## config.mk

```make
export PLATFORM = sky130hd
export DESIGN_NAME = vm2_ctrl
export DESIGN_NICKNAME = d
export VERILOG_FILES = /design/src/logic/vm2_pkg.sv /design/src/logic/vm2_ctrl.sv
export SDC_FILE = /design/constraint.sdc
export NUM_CORES = 1
export LEC_CHECK = 0
export BUFFER_PORTS_ARGS = -buffer_cell sky130_fd_sc_hd__buf_2
export CAP_MARGIN = 0
export CORE_MARGIN = 8
export CORE_UTILIZATION = 55
export DETAILED_ROUTE_END_ITERATION = 7
export MAX_ROUTING_LAYER = met4
export PLACE_DENSITY = 0.85
export SLEW_MARGIN = 20
export SYNTH_ARGS = -nofsm -noshare
export SYNTH_HDL_FRONTEND = slang
export SYNTH_SLANG_ARGS = --single-unit
```

## constraint.sdc

```tcl
create_clock -name ref_clk_in -period 2.85 [get_ports ref_clk_in]
set_input_delay 0.57 -clock ref_clk_in [delete_from_list [all_inputs] [get_ports ref_clk_in]]
set_output_delay 0.57 -clock ref_clk_in [all_outputs]
set_load 0.01 [all_outputs]
```

## src/logic/vm2_pkg.sv

```systemverilog
// Purpose : shared constants and types for the monitor-2 control block
// Assumes : 100 MHz bus clock, Avalon-MM 32-bit register port
// Notes   : offsets are byte addresses of aligned words
package vm2_pkg;

  // ---------------------------------------------------------------------
  // register map
  // ---------------------------------------------------------------------
  localparam logic [3:0] VM2_OFS_LEVEL = 4'h0; // level_select_reg
  localparam logic [3:0] VM2_OFS_CMP   = 4'h4; // comparator_ctrl_reg
  localparam logic [3:0] VM2_OFS_CTRL0 = 4'h8; // mon2_ctrl0_reg
  localparam logic [3:0] VM2_OFS_CTRL1 = 4'hc; // mon2_ctrl1_reg
  localparam logic [3:0] VM2_OFS_STAT  = 4'h0; // mon2_status_reg, hi page
  localparam logic       VM2_PAGE_STAT = 1'b1; // address bit 4 selects status

  // field positions
  localparam int VM2_B_LVL      = 0; // level [1:0]
  localparam int VM2_B_SRC      = 0; // comparator_ctrl: input source
  localparam int VM2_B_CEN      = 1; // comparator_ctrl: circuit enable
  localparam int VM2_B_RIE      = 0; // ctrl0: irq/rst enable
  localparam int VM2_B_CMPE     = 2; // ctrl0: compare output enable
  localparam int VM2_B_RI       = 6; // ctrl0: irq or reset select
  localparam int VM2_B_RN       = 7; // ctrl0: reset release select
  localparam int VM2_B_EDGE     = 0; // ctrl1: edge select [1:0]
  localparam int VM2_B_TYPE     = 2; // ctrl1: irq type select
  localparam int VM2_B_FLAG     = 0; // status: crossing flag
  localparam int VM2_B_MON      = 1; // status: level flag

  // edge select codes
  localparam logic [1:0] VM2_EDGE_RISE = 2'h0;
  localparam logic [1:0] VM2_EDGE_FALL = 2'h1;
  localparam logic [1:0] VM2_EDGE_BOTH = 2'h2;

  // ---------------------------------------------------------------------
  // timing
  // ---------------------------------------------------------------------
  localparam int VM2_CLK_MHZ           = 100;
  localparam int VM2_RST_DELAY_US      = 100; // rst_release_delay default
  localparam int VM2_RST_DELAY_CYC     = VM2_RST_DELAY_US * VM2_CLK_MHZ;
  localparam int VM2_CNT_W             = 24;

  // ---------------------------------------------------------------------
  // types
  // ---------------------------------------------------------------------
  typedef struct packed {
    logic [1:0] level_sel;
    logic       input_src_sel;
    logic       circuit_en;
    logic       irq_rst_en;
    logic       cmp_out_en;
    logic       irq_or_rst_sel;
    logic       rst_release_sel;
    logic [1:0] edge_sel;
    logic       irq_type_sel;
  } vm2_cfg_t;

  localparam vm2_cfg_t VM2_CFG_RST = '0;

  typedef enum logic [1:0] {
    VM2_RUN  = 2'h0,
    VM2_HOLD = 2'h1,
    VM2_WAIT = 2'h3
  } vm2_rst_state_t;

endpackage

```

## src/logic/vm2_ctrl.sv

```systemverilog
// Purpose : control logic of voltage monitoring channel 2
// Assumes : comparator output synchronous to ref_clk_in
// Notes   : registers reached over Avalon-MM, one wait state on reads
//
// What this block does
// - source select 0 compares the supply, 1 compares the external pin.
// - irq-or-reset select 0 means interrupt, 1 means reset.
// - reset release behaviour is chosen with the reset select.
// - writing 0 to the crossing flag clears it.
// - edge codes 00 rise, 01 fall, 10 both; 11 is prohibited, no detect.
// - reset releases a fixed delay after rise (0) or after assertion (1).
`timescale 1ns/1ps
`default_nettype none
module vm2_ctrl #(
  parameter int RST_DELAY_CYC = vm2_pkg::VM2_RST_DELAY_CYC
) (
  // clock and reset
  input  wire logic                       ref_clk_in,
  input  wire logic                       rst_in,
  // avalon-mm slave
  input  wire logic [4:0]                 avs_address_in,
  input  wire logic                       avs_read_in,
  input  wire logic                       avs_write_in,
  input  wire logic [31:0]                avs_writedata_in,
  output logic      [31:0]                avs_readdata_out,
  output logic                            avs_waitrequest_out,
  // analog comparator side
  input  wire logic                       cmp_above_in,
  output logic      [1:0]                 mon2_level_sel_out,
  output logic                            mon2_input_src_sel_out,
  output logic                            mon2_circuit_en_out,
  // system side
  output logic                            irq_maskable_out,
  output logic                            irq_nmi_out,
  output logic                            event_out,
  output logic                            mon_rst_out
);
  import vm2_pkg::*;

  // ---------------------------------------------------------------------
  // state
  // ---------------------------------------------------------------------
  vm2_cfg_t       cfg_r,   cfg_nxt;
  logic           flag_r,  flag_nxt;
  logic           prev_r,  prev_nxt;
  logic           rd_r,    rd_nxt;
  logic [31:0]    rdata_r, rdata_nxt;
  logic           irqm_r,  irqm_nxt;
  logic           nmi_r,   nmi_nxt;
  logic           evt_r,   evt_nxt;
  vm2_rst_state_t st_r,    st_nxt;
  logic [VM2_CNT_W-1:0] cnt_r, cnt_nxt;
  logic           rst_r,   rst_nxt;

  logic rise, fall, hit, wr_go, rd_go;

  // edge qualification per select code
  function automatic logic edge_hit(input logic [1:0] sel,
                                    input logic r, input logic f);
    unique case (sel)
      VM2_EDGE_RISE: edge_hit = r;
      VM2_EDGE_FALL: edge_hit = f;
      VM2_EDGE_BOTH: edge_hit = r | f;
      default:       edge_hit = 1'b0;
    endcase
  endfunction

  // crossing detection, gated by compare output enable
  always_comb begin
    rise  = cfg_r.cmp_out_en & cmp_above_in & ~prev_r;
    fall  = cfg_r.cmp_out_en & ~cmp_above_in & prev_r;
    hit   = edge_hit(cfg_r.edge_sel, rise, fall);
    wr_go = avs_write_in;
    rd_go = avs_read_in & rd_r;
  end

  // ---------------------------------------------------------------------
  // register file and flag
  // ---------------------------------------------------------------------
  always_comb begin
    cfg_nxt   = cfg_r;
    flag_nxt  = flag_r;
    // always track, so enabling the compare output sees no stale edge
    prev_nxt  = cmp_above_in;
    rd_nxt    = avs_read_in & ~rd_r;
    rdata_nxt = '0;
    if (wr_go && avs_address_in[4] != VM2_PAGE_STAT) begin
      unique case (avs_address_in[3:0])
        VM2_OFS_LEVEL:
          cfg_nxt.level_sel = avs_writedata_in[VM2_B_LVL+:2];
        VM2_OFS_CMP: begin
          cfg_nxt.input_src_sel = avs_writedata_in[VM2_B_SRC];
          cfg_nxt.circuit_en    = avs_writedata_in[VM2_B_CEN];
        end
        VM2_OFS_CTRL0: begin
          cfg_nxt.irq_rst_en      = avs_writedata_in[VM2_B_RIE];
          cfg_nxt.cmp_out_en      = avs_writedata_in[VM2_B_CMPE];
          cfg_nxt.irq_or_rst_sel  = avs_writedata_in[VM2_B_RI];
          cfg_nxt.rst_release_sel = avs_writedata_in[VM2_B_RN];
        end
        VM2_OFS_CTRL1: begin
          cfg_nxt.edge_sel     = avs_writedata_in[VM2_B_EDGE+:2];
          cfg_nxt.irq_type_sel = avs_writedata_in[VM2_B_TYPE];
        end
        default: ;
      endcase
    end
    // write of 0 clears the flag; a crossing in that cycle wins
    if (wr_go && avs_address_in[4] == VM2_PAGE_STAT &&
        avs_address_in[3:0] == VM2_OFS_STAT &&
        !avs_writedata_in[VM2_B_FLAG])
      flag_nxt = 1'b0;
    if (hit)
      flag_nxt = 1'b1;
    if (avs_read_in && !rd_r) begin
      if (avs_address_in[4] == VM2_PAGE_STAT) begin
        if (avs_address_in[3:0] == VM2_OFS_STAT) begin
          rdata_nxt[VM2_B_FLAG] = flag_r;
          rdata_nxt[VM2_B_MON]  = ~cfg_r.cmp_out_en | cmp_above_in;
        end
      end else begin
        unique case (avs_address_in[3:0])
          VM2_OFS_LEVEL: rdata_nxt[VM2_B_LVL+:2] = cfg_r.level_sel;
          VM2_OFS_CMP: begin
            rdata_nxt[VM2_B_SRC] = cfg_r.input_src_sel;
            rdata_nxt[VM2_B_CEN] = cfg_r.circuit_en;
          end
          VM2_OFS_CTRL0: begin
            rdata_nxt[VM2_B_RIE]  = cfg_r.irq_rst_en;
            rdata_nxt[VM2_B_CMPE] = cfg_r.cmp_out_en;
            rdata_nxt[VM2_B_RI]   = cfg_r.irq_or_rst_sel;
            rdata_nxt[VM2_B_RN]   = cfg_r.rst_release_sel;
          end
          VM2_OFS_CTRL1: begin
            rdata_nxt[VM2_B_EDGE+:2] = cfg_r.edge_sel;
            rdata_nxt[VM2_B_TYPE]    = cfg_r.irq_type_sel;
          end
          default: ;
        endcase
      end
    end else if (rd_go) begin
      rdata_nxt = rdata_r;                   // hold for the taking edge
    end
  end

  // ---------------------------------------------------------------------
  // interrupt, event and reset sequencing
  // ---------------------------------------------------------------------
  always_comb begin
    logic act;
    act      = hit & cfg_r.irq_rst_en;
    evt_nxt  = hit;
    irqm_nxt = act & ~cfg_r.irq_or_rst_sel & ~cfg_r.irq_type_sel;
    nmi_nxt  = act & ~cfg_r.irq_or_rst_sel &  cfg_r.irq_type_sel;
    st_nxt   = st_r;
    cnt_nxt  = cnt_r;
    unique case (st_r)
      VM2_RUN: begin
        // reset whenever the input is below the threshold (level, not edge)
        if (cfg_r.irq_rst_en && cfg_r.irq_or_rst_sel &&
            cfg_r.cmp_out_en && !cmp_above_in) begin
          st_nxt  = cfg_r.rst_release_sel ? VM2_WAIT : VM2_HOLD;
          cnt_nxt = '0;
        end
      end
      VM2_HOLD: begin
        cnt_nxt = '0;
        if (cmp_above_in)
          st_nxt = VM2_WAIT;
      end
      VM2_WAIT: begin
        cnt_nxt = cnt_r + 1'b1;
        if (!cfg_r.rst_release_sel && !cmp_above_in) begin
          st_nxt  = VM2_HOLD;
          cnt_nxt = '0;
        end else if (cnt_r == VM2_CNT_W'(RST_DELAY_CYC - 1)) begin
          st_nxt  = VM2_RUN;
          cnt_nxt = '0;
        end
      end
      default: st_nxt = VM2_RUN;
    endcase
    rst_nxt  = (st_nxt != VM2_RUN);
  end

  // registers
  always_ff @(posedge ref_clk_in) begin
    if (rst_in) begin
      cfg_r   <= VM2_CFG_RST;
      flag_r  <= 1'b0;
      prev_r  <= 1'b1;  // comparator idles high, no false rise
      rd_r    <= 1'b0;
      rdata_r <= '0;
      irqm_r  <= 1'b0;
      nmi_r   <= 1'b0;
      evt_r   <= 1'b0;
      st_r    <= VM2_RUN;
      cnt_r   <= '0;
      rst_r   <= 1'b0;
    end else begin
      cfg_r   <= cfg_nxt;
      flag_r  <= flag_nxt;
      prev_r  <= prev_nxt;
      rd_r    <= rd_nxt;
      rdata_r <= rdata_nxt;
      irqm_r  <= irqm_nxt;
      nmi_r   <= nmi_nxt;
      evt_r   <= evt_nxt;
      st_r    <= st_nxt;
      cnt_r   <= cnt_nxt;
      rst_r   <= rst_nxt;
    end
  end

  // outputs straight from flops, except waitrequest, which is decoded from avs_read_in and rd_r
  always_comb begin
    avs_readdata_out       = rdata_r;
    avs_waitrequest_out    = avs_read_in & ~rd_r;
    mon2_level_sel_out     = cfg_r.level_sel;
    mon2_input_src_sel_out = cfg_r.input_src_sel;
    mon2_circuit_en_out    = cfg_r.circuit_en;
    irq_maskable_out       = irqm_r;
    irq_nmi_out            = nmi_r;
    event_out              = evt_r;
    mon_rst_out            = rst_r;
  end

endmodule
`default_nettype wire

```

==> impl_metrics.py <==
metrics = {
    "outcome": {
        "status": "finished, final reports clean",
    },
    "placed_design": {
        "placed_cells": 357,
        "portBuffers": 28,
        "routabilityCongestion": 0.858,
        "dp_hpwl_um": 3650,
    },
    "floorplanning": {
        "die_w_um": 85.1,
        "start_util": 0.564,
        "fp-row-count": 25,
        "dieArea_mm2": 0.00725,
        "io_pins": 83,
        "core_area_mm2": 0.00466,
        "die_y_um": 85.1,
    },
    "yosys": {
        "syn_area_mm2": 0.00263,
        "synth_ff_type": "dfxtp_1",
        "synth_edf_count": 0,
        "postSynthCellCount": 289,
        "synth-seq-cells": 49,
        "synth_warnings": 0,
        "syn_avg_cell_area_um2": 9.09,
        "yosysUniqueCellTypes": 49,
        "ys_async_sr_fraction": 0,
        "ys_seq_area_frac": 0.373,
    },
    "timing": {
        "skew_ns": 0.0103,
        "hold_violations": 0,
        "tightestPinTransition_ns": 0.610,
        "finalCritPeriodShare": 0.661,
        "slew_headroom": 0.592,
        "fin_crit_ns": 1.88,
        "setup-violations-final": 0,
        "maxSlewViolCount": 0,
        "finalSetupTns_ns": 0,
        "rsz0062_at_grt": "false",
        "clock.fmax_ghz": 0.531,
    },
    "worst_setup_path": {
        "end_kind": "flip-flop",
        "reg2reg_to": "cnt_r[14]",
        "startpoint_type": "flip-flop",
        "cpPeakStageDelay_ns": 0.52,
        "arrival_ns": 2.13,
        "critPathRequiredTime_ns": 3.10,
        "crit_slowest_cell": "or4_1",
        "rrSetupSlack_ns": 0.97,
        "cp_cell_sequence": "ha_1 -> nand2b_1 -> o31a_1 -> or4_1 -> a21oi_1",
        "path_class": "reg2reg",
        "endpoint": "cnt_r[14]",
        "reg2reg_depth": 5,
        "crit_fanout": 11,
        "cp-startpoint": "cnt_r[0]",
        "r2r_start": "cnt_r[0]",
    },
    "global_routing": {
        "antenna_found_initial": 0,
        "grt_pass1_wl_um": 8640,
        "gr-total-overflow": 0,
        "grt_max_degree": 25,
        "grt_pass1_vias": 1948,
        "track_usage": 0.147,
    },
    "route": {
        "wl_per_cell_um": 13.6,
        "vias": 1983,
        "dr.pass1.iters": 4,
        "drt_iter0_drc": 97,
        "viasPerCell": 5.43,
        "ant_nets": 0,
        "drcViolationCount": 0,
        "finalWirelength_um": 4970,
    },
    "cells_and_area": {
        "final_layout_size_suffix_gt1_frac": 0.228,
        "fin_nets": 353,
        "area_growth_pct": 4.52,
        "nFillCells": 394,
        "num_antenna_cells": 0,
        "fin_cells": 365,
    },
    "pwr": {
        "pwr-share-seq": 0.551,
        "vdd_drop_max_uv": 255,
        "switching_share": 0.226,
        "power.leakage_nw": 1.01,
        "p_clk_frac": 0.395,
        "p_sw_mw": 0.283,
        "intPower_mw": 0.969,
        "p_comb_frac": 0.055,
        "powerDensity_mw_per_mm2": 456,
    },
    "clock_network": {
        "cts_hold_buf": 0,
        "clk_pin_slew_worst_paths_ns": 0.09,
        "cts.sinks": 49,
        "cts_resized": 0,
        "cts_buffers": 5,
        "cts_tree": "done",
        "root_buffer": "clkbuf_8",
        "clock_path_buffers": 2,
        "cts.htree.levels": 2,
        "post_cts_buffers": 0,
        "insertion_delay_ns": 0.31,
    },
    "min_path": {
        "hp-class": "reg2reg",
    },
    "flow_run": {
        "drv_cap": 0,
    },
}
worst max-delay path: cells and delay by family, from the launching register on:
kind	cells	cell delay [ns]
AOI/OAI and AO/OA	2	0.58
and+or+nand+nor	2	0.59
adders and majority gates	1	0.25
DFF	1	0.40
cells in the final DEF, fill, tap and decap left out, drive strengths merged, types with 10 or more instances in the layout:
master,instances
dfxtp,49
nor2,45
buf,29
conb,27
xnor2,21
nand2,16
nand3,12
mux2i,11
nor3,10
nand4,10
how the worst min path moves through the flow:
stage,from,end,cells past startpoint
6_report,mon2_level_sel_out[1],mon2_level_sel_out[1],2
5_1_grt,mon2_level_sel_out[0],mon2_level_sel_out[0],2
4_1_cts,mon2_level_sel_out[1],mon2_level_sel_out[1],2
3_5_place_dp,mon2_level_sel_out[1],mon2_level_sel_out[1],2
3_3_place_gp,mon2_level_sel_out[1],mon2_level_sel_out[1],2
2_1_floorplan,cfg_r[0],irq_maskable_out,1
metal layers:
layer / global-route usage / share of wire / vias to the layer above
met4: 0.0680 / 0.017 / 0
met3: 0.0492 / 0.078 / 8
met5: - / 0 / -
li1: - / - / 996
met1: 0.154 / 0.43 / 929
met2: 0.245 / 0.47 / 50
stage by stage:
step	area, um^2	worst slack, ns	hold WS, ns	power (mW)	util
finish	2750	0.965	0.476	1.25	0.589
global route	2750	0.811	0.507	1.29	0.589
CTS	2750	0.964	0.478	1.26	0.589
detailed placement	2640	0.746	0.464	0.772	0.565
global placement	2640	0.786	0.459	0.772	0.565
floorplan	2730	1.10	0.435	0.785	-
state kept, by name, indices dropped and copies added (netlist names), 2 cells and up:
name,count
st_r,2
avs_readdata_out,5
cfg_r,7
cnt_r,24
mon2_level_sel_out,2
power by group through the flow:
stage	Sequential (mW)	Combinational, mW	Clock [mW]
2_1_floorplan	0.704	0.0808	0
3_3_place_gp	0.706	0.0661	0
3_5_place_dp	0.706	0.0661	0
4_1_cts	0.690	0.0664	0.507
5_1_grt	0.691	0.0750	0.526
6_report	0.690	0.0684	0.494
Yosys cell counts, drive strengths merged (4+ instances only):
cell type	instances	area, um^2
a21oi	8	40.0
buf	33	274
dfxtp	49	981
inv	4	15.0
nand3	12	60.1
nand4	10	68.8
xnor2	21	184
nor4	9	93.8
mux2i	11	110
o21ai	4	23.8
nor3	10	50.1
nor4b	4	41.3
nand2	16	60.1
clkbuf	8	31.3
nand2b	4	32.5
nor2	45	219
logic make-up after synthesis:
| logic type | synth area share |
|---|---|
| other cells | 0.00143 |
| mux | 0.0505 |
| simple gates | 0.298 |
| xor+xnor | 0.0767 |
| compound gates | 0.0733 |
| flops | 0.373 |
| fa+ha+maj | 0.00476 |
| buf+inv | 0.122 |
area by class of cell:
class                   instances  area [um^2]  area share
inverters                       4         15.0     0.00547
clock inverters                 2         38.8      0.0141
well taps                      54         67.6      0.0246
multi-input cells             221         1420       0.518
repair buffers                 29          148      0.0538
clock buffers                   6         72.6      0.0264
flip-flops and latches         49          981       0.357
Power figures use the tool's default switching activity.
